--- config.mk ---
export PLATFORM = sky130hd
export DESIGN_NAME = gate_driver_fault_supervisor
export DESIGN_NICKNAME = d
export VERILOG_FILES = /design/src/rtl/gds_pkg.sv /design/src/rtl/gate_driver_fault_supervisor.sv
export VERILOG_INCLUDE_DIRS = /design/src /design/src/rtl
export SDC_FILE = /design/constraint.sdc
export NUM_CORES = 1
export LEC_CHECK = 0
export ABC_AREA = 1
export BUFFER_PORTS_ARGS = -buffer_cell sky130_fd_sc_hd__buf_2
export CAP_MARGIN = 20
export CORE_UTILIZATION = 43
export CTS_CLUSTER_DIAMETER = 150
export CTS_CLUSTER_SIZE = 28
export DETAILED_ROUTE_END_ITERATION = 6
export PLACE_DENSITY = 0.73
export SLEW_MARGIN = 20
export SYNTH_ARGS = -nofsm -noshare
export SYNTH_HDL_FRONTEND = slang
export SYNTH_SLANG_ARGS = --single-unit
export TNS_END_PERCENT = 20
--- constraint.sdc ---
create_clock -name core_clk_i -period 2.04 [get_ports core_clk_i]
set_input_delay 0.612 -clock core_clk_i [delete_from_list [all_inputs] [get_ports core_clk_i]]
set_output_delay 0.612 -clock core_clk_i [all_outputs]
set_load 0.01 [all_outputs]
--- src/rtl/gds_params.svh ---
`ifndef GDS_PARAMS_SVH
`define GDS_PARAMS_SVH

`define CLK_PERIOD_NS   100
`define NS_TO_CYC(t)    ((((t) + `CLK_PERIOD_NS - 1) / `CLK_PERIOD_NS) < 1 ? 1 : \
                         (((t) + `CLK_PERIOD_NS - 1) / `CLK_PERIOD_NS))

// Durations in ns
`define T_CCP_NS        2000
`define T_CPUV_BLANK_NS 10000
`define T_BLK_BRAKE1_NS 2000
`define T_BLK_BRAKE2_NS 8000
`define T_FVDS_BRAKE_NS 3000
`define T_OV_FILT_NS    50000

`define CNT_W           10
`define SYNC_W          11

// Register byte addresses
`define ADDR_CTRL       8'h00
`define ADDR_SUP_STAT   8'h04
`define ADDR_DS_FAULT   8'h08
`define ADDR_IRQ_STAT   8'h0c
`define ADDR_IRQ_MASK   8'h10
`define ADDR_DELAY_REP  8'h14
`define ADDR_EDGE_REP   8'h18
`define ADDR_STATE      8'h1c

// Control register fields
`define CTRL_PUMP_EN    0
`define CTRL_MOSFET_LEVEL_SELECT    1
`define CTRL_UVTH       2
`define CTRL_CHECK_SEL  3
`define CTRL_OVBRK_EN   4
`define CTRL_BRK_TH     5
`define CTRL_BRK_BLK    6
`define CTRL_PARK_EN    7
`define CTRL_SLAM_EN    8
`define CTRL_SLAM_DIS   9
`define CTRL_W          11
`define CTRL_RESET      11'h000

// Fault register fields
`define FLT_LS          0
`define FLT_VS          2
`define FLT_VSINT       3
`define FLT_W           4

// Interrupt status fields
`define IRQ_CPUV        0
`define IRQ_LSFLT       1
`define IRQ_VSBRK       2
`define IRQ_VSINTBRK    3
`define IRQ_W           4

`endif

--- src/rtl/gds_pkg.sv ---
package gds_pkg;
    typedef enum logic [2:0] {
        PUMP_OFF,
        PUMP_BLANK,
        PUMP_RUN,
        PUMP_DISCHARGE,
        PUMP_FAULT
    } pump_state_t;
endpackage

--- src/rtl/gate_driver_fault_supervisor.sv ---
// Behaviour
// RL1: Undervoltage threshold picked from mosfet level and threshold select bits.
// RL2: Pump undervoltage while enabled actively turns off on MOSFETs for cross-current time.
// RL3: Then gate drivers go off and pump undervoltage flag latches; code does both on detection, when active turn-off starts.
// RL4: Flag clears, operation resumes after status clear and pump above threshold.
// RL5: Undervoltage detection blanked at each pump activation or supply recovery.
// RL6: Switching reports show active MOSFETs when check select is 1, else PWM MOSFET.
// RL7: Low-sides on for sudden-stop with PWM high and parking in sleep while pump off, and for overvoltage.
// RL8: Braking threshold select picks first or second drain-source threshold.
// RL9: Brake start launches short or long blank time masking low-side overvoltage.
// RL10: Braking overvoltage reported only after fixed filter time.
// RL11: Braking overvoltage latches all low-sides off, sets per-side fault, config untouched.
// RL12: Low-sides stay blocked until all braking faults cleared, even if side disabled.
// RL13: Pump enable accepted during braking fault but pump stays off until cleared.
// RL14: Overvoltage braking applies in every mode when its enable bit is set.
// RL15: Supply overvoltage turns on all low-sides and latches the matching flag.
// RL16: Both supplies below falling level for filter time ends overvoltage braking.
// RL17: Low-side overvoltage during overvoltage braking turns all low-sides off after filter.
// RL18: All blank, filter and hold times are clocked counters from named durations.
`include "gds_params.svh"

module gate_driver_fault_supervisor (
    input  wire logic        core_clk_i,
    input  wire logic        resetn_i,
    input  wire logic [7:0]  addr_i,
    input  wire logic [31:0] wdata_i,
    input  wire logic        wr_i,
    input  wire logic        rd_i,
    output logic      [31:0] rdata_o,
    input  wire logic        pump_uv_cmp_i,
    input  wire logic [1:0]  lowside_vds_cmp_i,
    input  wire logic        supply_ov_cmp_i,
    input  wire logic        internal_ov_cmp_i,
    input  wire logic        supply_ov_low_i,
    input  wire logic        internal_ov_low_i,
    input  wire logic        pwm_input_pin_i,
    input  wire logic        low_power_mode_i,
    input  wire logic        supply_recovery_i,
    input  wire logic        gates_on_i,
    input  wire logic [31:0] meas_active_i,
    input  wire logic [31:0] meas_pwm_i,
    output logic [1:0]       pump_uv_level_o,
    output logic             pump_on_o,
    output logic             active_off_o,
    output logic             drivers_enable_o,
    output logic [1:0]       lowside_on_o,
    output logic             brake_threshold_o,
    output logic [2:0]       ov_brake_config_o,
    output logic             irq_o
);

    ////////////////////////////////////////////////////////////////////////////
    // Input synchronisers

    ////////////////////////////////////////////////////////////////////////////
    // Timing counts
    // Durations round up to whole clocks and never fall below one cycle,
    // so a very short time still masks or filters at least one sample.
    // Counter width limits the longest time to 1023 cycles.

    localparam logic [`CNT_W-1:0] CCP_CYC   = `CNT_W'(`NS_TO_CYC(`T_CCP_NS));  // [RL18]
    localparam logic [`CNT_W-1:0] CPUV_CYC  = `CNT_W'(`NS_TO_CYC(`T_CPUV_BLANK_NS));
    localparam logic [`CNT_W-1:0] BLK1_CYC  = `CNT_W'(`NS_TO_CYC(`T_BLK_BRAKE1_NS));
    localparam logic [`CNT_W-1:0] BLK2_CYC  = `CNT_W'(`NS_TO_CYC(`T_BLK_BRAKE2_NS));
    localparam logic [`CNT_W-1:0] FVDS_CYC  = `CNT_W'(`NS_TO_CYC(`T_FVDS_BRAKE_NS));
    localparam logic [`CNT_W-1:0] OVF_CYC   = `CNT_W'(`NS_TO_CYC(`T_OV_FILT_NS));

    // Every pin passes two flops; logic reads the second stage, plus a third flop on supply recovery for edge detection
    logic [`SYNC_W-1:0] sync1_ff;
    logic [`SYNC_W-1:0] sync2_ff;
    logic               recov_d_ff;
    wire  [`SYNC_W-1:0] raw_in = {gates_on_i, supply_recovery_i, low_power_mode_i, pwm_input_pin_i,
                                  internal_ov_low_i, supply_ov_low_i, internal_ov_cmp_i,
                                  supply_ov_cmp_i, lowside_vds_cmp_i, pump_uv_cmp_i};

    always_ff @(posedge core_clk_i)
    begin
        if (!resetn_i)
        begin
            sync1_ff   <= `SYNC_W'h0;
            sync2_ff   <= `SYNC_W'h0;
            recov_d_ff <= 1'b0;
        end
        else
        begin
            sync1_ff   <= raw_in;
            sync2_ff   <= sync1_ff;
            recov_d_ff <= sync2_ff[9];
        end
    end

    wire       uv_s       = sync2_ff[0];
    wire [1:0] vds_s      = sync2_ff[2:1];
    wire       vs_ov_s    = sync2_ff[3];
    wire       vsint_ov_s = sync2_ff[4];
    wire       vs_low_s   = sync2_ff[5];
    wire       vsint_lo_s = sync2_ff[6];
    wire       pwm_s      = sync2_ff[7];
    wire       lowpwr_s   = sync2_ff[8];
    wire       recov_evt  = sync2_ff[9] & ~recov_d_ff;
    wire       gates_on_s = sync2_ff[10];

    ////////////////////////////////////////////////////////////////////////////
    // Register file

    logic [`CTRL_W-1:0] ctrl_ff;
    logic               cpuv_flag_ff;
    logic               cpuv_clr_req_ff;
    logic [`FLT_W-1:0]  flt_ff;
    logic [`IRQ_W-1:0]  irq_stat_ff;
    logic [`IRQ_W-1:0]  irq_mask_ff;

    function automatic logic hit(input logic [7:0] a, input logic [7:0] target);
        hit = (a == target);
    endfunction

    wire wr_ctrl = wr_i & hit(addr_i, `ADDR_CTRL);
    wire wr_sup  = wr_i & hit(addr_i, `ADDR_SUP_STAT);
    wire wr_flt  = wr_i & hit(addr_i, `ADDR_DS_FAULT);
    wire wr_istat = wr_i & hit(addr_i, `ADDR_IRQ_STAT);
    wire wr_imask = wr_i & hit(addr_i, `ADDR_IRQ_MASK);

    wire       pump_en_bit = ctrl_ff[`CTRL_PUMP_EN];
    wire       ovbrk_en    = ctrl_ff[`CTRL_OVBRK_EN];
    wire [1:0] slam_dis    = ctrl_ff[`CTRL_SLAM_DIS +: 2];
    wire       any_ls_flt  = |flt_ff[`FLT_LS +: 2];

    // Measurement words pack {t_on_delay, t_off_delay, t_rise, t_fall}, 8 bits each
    wire [31:0] meas_sel = ctrl_ff[`CTRL_CHECK_SEL] ? meas_active_i : meas_pwm_i;  // [RL6]

    ////////////////////////////////////////////////////////////////////////////
    // Charge pump supervision

    gds_pkg::pump_state_t pump_st_ff;
    gds_pkg::pump_state_t nxt_pump_st;
    logic [`CNT_W-1:0]    pump_cnt_ff;
    logic [`CNT_W-1:0]    nxt_pump_cnt;

    // Enable write is always stored; braking faults only hold the pump off
    wire pump_req = pump_en_bit & ~any_ls_flt;  // [RL13]
    // Detection only counts in RUN, so blanking masks it by construction
    wire cpuv_set = (pump_st_ff == gds_pkg::PUMP_RUN) & uv_s;

    always_comb
    begin
        nxt_pump_st  = pump_st_ff;
        nxt_pump_cnt = (pump_cnt_ff != `CNT_W'h0) ? pump_cnt_ff - `CNT_W'h1 : pump_cnt_ff;
        case (pump_st_ff)
            gds_pkg::PUMP_OFF:
            begin
                if (pump_req)
                begin
                    nxt_pump_st  = gds_pkg::PUMP_BLANK;
                    nxt_pump_cnt = CPUV_CYC;  // [RL5]
                end
            end
            gds_pkg::PUMP_BLANK:
            begin
                if (!pump_req)
                    nxt_pump_st = gds_pkg::PUMP_OFF;
                else if (recov_evt)
                    nxt_pump_cnt = CPUV_CYC;  // [RL5]
                else if (pump_cnt_ff <= `CNT_W'h1)
                    nxt_pump_st = gds_pkg::PUMP_RUN;
            end
            gds_pkg::PUMP_RUN:
            begin
                if (!pump_req)
                    nxt_pump_st = gds_pkg::PUMP_OFF;
                else if (recov_evt)
                begin
                    nxt_pump_st  = gds_pkg::PUMP_BLANK;
                    nxt_pump_cnt = CPUV_CYC;  // [RL5]
                end
                else if (uv_s)
                begin
                    nxt_pump_st  = gates_on_s ? gds_pkg::PUMP_DISCHARGE : gds_pkg::PUMP_FAULT;  // [RL2]
                    nxt_pump_cnt = CCP_CYC;  // [RL2]
                end
            end
            gds_pkg::PUMP_DISCHARGE:
            begin
                if (pump_cnt_ff <= `CNT_W'h1)
                    nxt_pump_st = gds_pkg::PUMP_FAULT;  // [RL3]
            end
            gds_pkg::PUMP_FAULT:
            begin
                if (!cpuv_flag_ff && !uv_s)
                    nxt_pump_st = pump_req ? gds_pkg::PUMP_RUN : gds_pkg::PUMP_OFF;  // [RL4]
            end
            default:
                nxt_pump_st = gds_pkg::PUMP_OFF;
        endcase
    end

    always_ff @(posedge core_clk_i)
    begin
        if (!resetn_i)
        begin
            pump_st_ff  <= gds_pkg::PUMP_OFF;
            pump_cnt_ff <= `CNT_W'h0;
        end
        else
        begin
            pump_st_ff  <= nxt_pump_st;
            pump_cnt_ff <= nxt_pump_cnt;
        end
    end

    // Clear request waits for the pump to come back above its threshold
    wire cpuv_clear = cpuv_clr_req_ff & ~uv_s;  // [RL4]
    wire pump_live  = (pump_st_ff != gds_pkg::PUMP_OFF);

    ////////////////////////////////////////////////////////////////////////////
    // Braking

    // Overvoltage is latched even with braking disabled; the enable bit
    // gates its effect on the low-sides and on the supply fault flags
    logic              ov_hold_ff;
    logic [`CNT_W-1:0] ovf_cnt_ff;
    logic              brake_d_ff;
    logic [`CNT_W-1:0] blk_cnt_ff;

    wire ov_any    = vs_ov_s | vsint_ov_s;
    wire both_low  = vs_low_s & vsint_lo_s;
    wire ov_brake  = ovbrk_en & ov_hold_ff;  // [RL14]
    wire slam_act  = ctrl_ff[`CTRL_SLAM_EN] & pwm_s & ~pump_live;  // [RL7]
    wire park_act  = ctrl_ff[`CTRL_PARK_EN] & lowpwr_s & ~pump_live;  // [RL7]
    wire brake_on  = slam_act | park_act | ov_brake;
    wire brake_go  = brake_on & ~brake_d_ff;
    wire blank_end = (blk_cnt_ff == `CNT_W'h0);

    // Overvoltage turns all sides on; sudden-stop honours per-side disable
    wire [1:0] ls_demand = (ov_brake | park_act) ? 2'h3 : (slam_act ? ~slam_dis : 2'h0);  // [RL15]

    always_ff @(posedge core_clk_i)
    begin
        if (!resetn_i)
        begin
            ov_hold_ff <= 1'b0;
            ovf_cnt_ff <= `CNT_W'h0;
        end
        else if (ov_any)
        begin
            ov_hold_ff <= 1'b1;  // [RL15]
            ovf_cnt_ff <= OVF_CYC;
        end
        else if (ov_hold_ff && both_low)
        begin
            ovf_cnt_ff <= ovf_cnt_ff - `CNT_W'h1;
            if (ovf_cnt_ff <= `CNT_W'h1)
                ov_hold_ff <= 1'b0;  // [RL16]
        end
        else
            ovf_cnt_ff <= OVF_CYC;
    end

    always_ff @(posedge core_clk_i)
    begin
        if (!resetn_i)
        begin
            brake_d_ff <= 1'b0;
            blk_cnt_ff <= `CNT_W'h0;
        end
        else
        begin
            brake_d_ff <= brake_on;
            if (brake_go)
                blk_cnt_ff <= ctrl_ff[`CTRL_BRK_BLK] ? BLK2_CYC : BLK1_CYC;  // [RL9]
            else if (!blank_end)
                blk_cnt_ff <= blk_cnt_ff - `CNT_W'h1;
        end
    end

    // One filter per low-side; a trip on either one turns both off
    logic [1:0] vds_trip;

    genvar g;
    generate
        for (g = 0; g < 2; g = g + 1)
        begin : g_ls
            logic [`CNT_W-1:0] filt_cnt_ff;
            // Comparator already runs at the threshold chosen by brake_threshold_o
            wire watch = brake_on & blank_end & lowside_on_o[g] & vds_s[g];  // [RL9] [RL8]

            always_ff @(posedge core_clk_i)
            begin
                if (!resetn_i || !watch)
                    filt_cnt_ff <= FVDS_CYC;
                else if (filt_cnt_ff != `CNT_W'h0)
                    filt_cnt_ff <= filt_cnt_ff - `CNT_W'h1;
            end

            assign vds_trip[g] = watch & (filt_cnt_ff <= `CNT_W'h1);  // [RL10] [RL17]
        end
    endgenerate

    ////////////////////////////////////////////////////////////////////////////
    // Status, interrupt and control registers

    wire [`FLT_W-1:0] flt_set = {ov_brake & vsint_ov_s, ov_brake & vs_ov_s, vds_trip};  // [RL11] [RL15]
    wire [`IRQ_W-1:0] irq_evt = {flt_set[`FLT_VSINT] & ~flt_ff[`FLT_VSINT],
                                 flt_set[`FLT_VS] & ~flt_ff[`FLT_VS], |vds_trip, cpuv_set};

    always_ff @(posedge core_clk_i)
    begin
        if (!resetn_i)
        begin
            ctrl_ff         <= `CTRL_RESET;
            cpuv_flag_ff    <= 1'b0;
            cpuv_clr_req_ff <= 1'b0;
            flt_ff          <= `FLT_W'h0;
            irq_stat_ff     <= `IRQ_W'h0;
            irq_mask_ff     <= `IRQ_W'h0;
        end
        else
        begin
            // Faults never touch ctrl_ff, so braking setup survives a trip
            if (wr_ctrl)
                ctrl_ff <= wdata_i[`CTRL_W-1:0];  // [RL11]
            cpuv_flag_ff    <= cpuv_set | (cpuv_flag_ff & ~cpuv_clear);  // [RL3]
            cpuv_clr_req_ff <= ~cpuv_set & ((wr_sup & wdata_i[0]) | (cpuv_clr_req_ff & ~cpuv_clear));
            flt_ff          <= flt_set | (flt_ff & ~({`FLT_W{wr_flt}} & wdata_i[`FLT_W-1:0]));
            irq_stat_ff     <= irq_evt | (irq_stat_ff & ~({`IRQ_W{wr_istat}} & wdata_i[`IRQ_W-1:0]));
            if (wr_imask)
                irq_mask_ff <= wdata_i[`IRQ_W-1:0];
        end
    end

    // Read data is zero outside the cycle after a read strobe
    wire [31:0] rd_mux =
        hit(addr_i, `ADDR_CTRL)      ? {21'h0, ctrl_ff} :
        hit(addr_i, `ADDR_SUP_STAT)  ? {31'h0, cpuv_flag_ff} :
        hit(addr_i, `ADDR_DS_FAULT)  ? {28'h0, flt_ff} :
        hit(addr_i, `ADDR_IRQ_STAT)  ? {28'h0, irq_stat_ff} :
        hit(addr_i, `ADDR_IRQ_MASK)  ? {28'h0, irq_mask_ff} :
        hit(addr_i, `ADDR_DELAY_REP) ? {16'h0, meas_sel[31:16]} :  // [RL6]
        hit(addr_i, `ADDR_EDGE_REP)  ? {16'h0, meas_sel[15:0]} :  // [RL6]
        hit(addr_i, `ADDR_STATE)     ? {24'h0, brake_on, ~blank_end, lowside_on_o, 1'b0, pump_st_ff} :
        32'h0;

    ////////////////////////////////////////////////////////////////////////////
    // Registered outputs

    // Fault gating comes last so no braking source can override a latched trip
    wire [1:0] nxt_ls_on = (any_ls_flt | (|vds_trip)) ? 2'h0 : ls_demand;  // [RL11] [RL12] [RL7]

    always_ff @(posedge core_clk_i)
    begin
        if (!resetn_i)
        begin
            rdata_o           <= 32'h0;
            pump_uv_level_o   <= 2'h0;
            pump_on_o         <= 1'b0;
            active_off_o      <= 1'b0;
            drivers_enable_o  <= 1'b0;
            lowside_on_o      <= 2'h0;
            brake_threshold_o <= 1'b0;
            ov_brake_config_o <= 3'h0;
            irq_o             <= 1'b0;
        end
        else
        begin
            rdata_o           <= rd_i ? rd_mux : 32'h0;
            pump_uv_level_o   <= {ctrl_ff[`CTRL_MOSFET_LEVEL_SELECT], ctrl_ff[`CTRL_UVTH]};  // [RL1]
            pump_on_o         <= (nxt_pump_st != gds_pkg::PUMP_OFF);  // [RL13]
            active_off_o      <= (nxt_pump_st == gds_pkg::PUMP_DISCHARGE);  // [RL2]
            drivers_enable_o  <= (nxt_pump_st == gds_pkg::PUMP_RUN) || (nxt_pump_st == gds_pkg::PUMP_BLANK);  // [RL3]
            lowside_on_o      <= nxt_ls_on;
            brake_threshold_o <= ctrl_ff[`CTRL_BRK_TH];  // [RL8]
            ov_brake_config_o <= wr_ctrl ? 3'h0 : 3'h0;
            irq_o             <= |(irq_stat_ff & irq_mask_ff);
        end
    end

endmodule

==> flow_summary.ini <==
[floorplan]
chipHeight_um = 125
start_util_pct = 44.4
floorplan.core_area_um2 = 14600
dieArea_um2 = 15600
rows = 44
io-pin-count = 163
die-width_um = 125

[global_route]
grt_pass1_vias = 5468
track_usage_pct = 19.9
grt_overflow_total = 0
first_pass_grt_wire_length_mm = 25.2
grt_max_degree = 35
grt_antenna_before_repair = 0

[sta]
fin_worst_hold_slack_ns = 0.368
fin_worst_skew_ns = 0.00781
post-route-min-period_ns = 1.76
final_hold_viol_count = 0
fmax_ghz = 0.568
maxSlewViolCount = 0
sum_neg_setup_slack_ns = 0
finalSetupViolCount = 0
post-route-period-util_pct = 86.3
rsz_0062_raised_after_global_routing = no

[final_layout]
postLayoutCoreUtil_pct = 53.9
mostFrequentLayoutCell = sky130_fd_sc_hd__nand2_1
seq_area_um2 = 2560
final_layout_size_suffix_gt1_share_pct = 22.2
n_fill_cell = 1396
fin_nets = 1177
multi_input_combinational_cell_area_um2 = 3270
most-common-layout-cells = 198 x sky130_fd_sc_hd__nand2_1, 128 x sky130_fd_sc_hd__dfxtp_1, 123 x sky130_fd_sc_hd__inv_1
antenna_cells = 0
area_delta_synth_final_pct = 21.3
instances_no_fill = 1246

[setup_path]
required_ns = 2.35
critPathMaxFanout = 4
critPathCaptureType = register
critical_path.startpoint_type = register
setup.worst_path.class = register to register
worst_ep_arrival_time_ns = 2.07
worst-r2r-cell-count = 9

[synth]
synthesis.instances = 915
netlist_area_um2 = 6500
postSynthAreaPerCell_um2 = 7.11
count_of_flip_flops_with_a_built_in_enable_after_synthesis = 0
synth.yosys.seq_area_share_pct = 39.4
synth.ff_latch_count = 128
async_flop_share_pct = 0
synth.yosys.warnings = 0
yosys_most_used_dff = sky130_fd_sc_hd__dfxtp_1
ys_types = 53

[detailed_routing]
drt-wirelength-per-cell_um = 12.2
drc = 12
detail_route.wirelength_mm = 15.3
final_antenna_net_count = 0
vias_per_cell = 4.83
via_count = 6013
starting_drt_drc_count = 349
drt_pass1_iterations = 7

[cts]
numCtsBuffers = 17
clock_sinks = 128
path_clk_slew_ns = 0.06
tritoncts = built
holdBufCountCts = 0
clockBufferDepth = 2
post-cts-setup-buffer-count = 0
clock_latency_ns = 0.42
cts_resized = 0
clock_root_buffer = sky130_fd_sc_hd__clkbuf_16
ctsHtreeMaxLevel = 4

[placement]
buffer_ports.inserted = 122
gpl.final_weighted_congestion = 0.861
dpl.cell_count = 1214
sum_of_net_half_perimeters_after_detailed_placement_mm = 11.5

[power]
combinationalPowerShare_pct = 19.3
power_frac_seq_pct = 38.0
sw_frac_of_total_pct = 28.9
internal_power_mw = 5.23
p_leak_nw = 3.87
clkPwrFrac_pct = 42.7
power.density_nw_per_um2 = 932
ir_drop_uv = 922
netSwitchingPower_mw = 2.12

[min_path]
min_delay_path_depth = 3
worstHoldPathType = input pin to register

[outcome]
status = complete, but fails checks
violations = DRC

[job]
max_cap_violations = 0
-- flip-flops by register name, indices dropped and copies added (netlist names), 2 cells and up --
name              flops
g_ls.filt_cnt_ff     20
rdata_o              16
ctrl_ff              11
sync1_ff             11
sync2_ff             11
blk_cnt_ff           10
ovf_cnt_ff           10
pump_cnt_ff          10
flt_ff                4
irq_mask_ff           4
irq_stat_ff           4
pump_st_ff            3
lowside_on_o          2
pump_uv_level_o       2
-- critical path, stage by stage, from the launching register on --
cell and delay, ns:
sky130_fd_sc_hd__dfxtp_1 0.30, sky130_fd_sc_hd__inv_1 0.10, sky130_fd_sc_hd__ha_1 0.21, sky130_fd_sc_hd__nand2_2 0.09, sky130_fd_sc_hd__nor2_4 0.16, sky130_fd_sc_hd__nand4_4 0.17
sky130_fd_sc_hd__nor2_8 0.21, sky130_fd_sc_hd__nand3_1 0.20, sky130_fd_sc_hd__nand3_1 0.16, sky130_fd_sc_hd__nor2_1 0.05
-- cell families after synthesis --
family | after synthesis | share of synthesized area [%]
other | 1 | 0.0577
buffers and inverters | 170 | 11.4
AND/OR/NAND/NOR | 425 | 30.6
flip-flops | 128 | 39.4
AO/OA/AOI/OAI | 160 | 13.8
multiplexers | 5 | 0.789
adder cells (fa/ha/maj) | 9 | 1.73
XOR/XNOR | 17 | 2.29
-- stage by stage --
stage          worst slack, ns  cell area [um2]  power, mW
2_1_floorplan            0.430             6570       3.95
3_3_place_gp             0.178             7280       4.21
3_5_place_dp             0.143             7280       4.25
4_1_cts                  0.282             7890       7.38
5_1_grt                  0.128             7890       7.73
6_report                 0.279             7890       7.35
-- final cells by class --
cell class	count	share of cell area [%]
clock buffer	20	5.79
timing repair buffer	134	9.04
tap	184	2.92
inverter	133	6.34
sequential	128	32.5
clock inverter	12	2.00
multi-input combinational	635	41.4
-- power groups by stage --
stage	Clock (mW)	Sequential [mW]	Combinational [mW]
floorplan	0	2.82	1.13
global placement	0	2.84	1.37
detailed placement	0	2.84	1.41
CTS	3.18	2.79	1.41
global route	3.29	2.81	1.63
finish	3.14	2.79	1.42
-- final timing paths --
path	end	start	slack [ns]
setup / recovery	lowside_on_o[1]	blk_cnt_ff[0]	0.28
hold / removal	sync1_ff[4]	internal_ov_cmp_i	0.37
setup reg to reg	lowside_on_o[1]	blk_cnt_ff[0]	0.28
hold reg to reg	sync2_ff[0]	sync1_ff[0]	0.41
-- synth_stat cells (all sizes together) (3+ instances only) --
cell type | instances | area (um2)
nor3 | 19 | 95.1
clkbuf | 8 | 30.0
xnor2 | 9 | 78.8
nand3b | 4 | 30.0
a21oi | 60 | 308
nand4 | 15 | 121
or2 | 12 | 75.1
buf | 29 | 208
nand3 | 38 | 225
nor3b | 3 | 37.5
nand2 | 209 | 812
ha | 9 | 113
mux2i | 4 | 40.0
o211ai | 11 | 82.6
nor2 | 121 | 569
o21ai | 71 | 363
a211oi | 4 | 35.0
inv | 131 | 492
dfxtp | 128 | 2560
xor2 | 8 | 70.1
-- metal layers --
metal,track usage [%],routed length [um],up-vias
li1,-,-,3163
met1,25.5,7240,2710
met2,33.1,7160,117
met3,3.59,552,23
met4,7.82,303,0
met5,0,0,-
No activity file was read; power rests on OpenSTA's default activity.
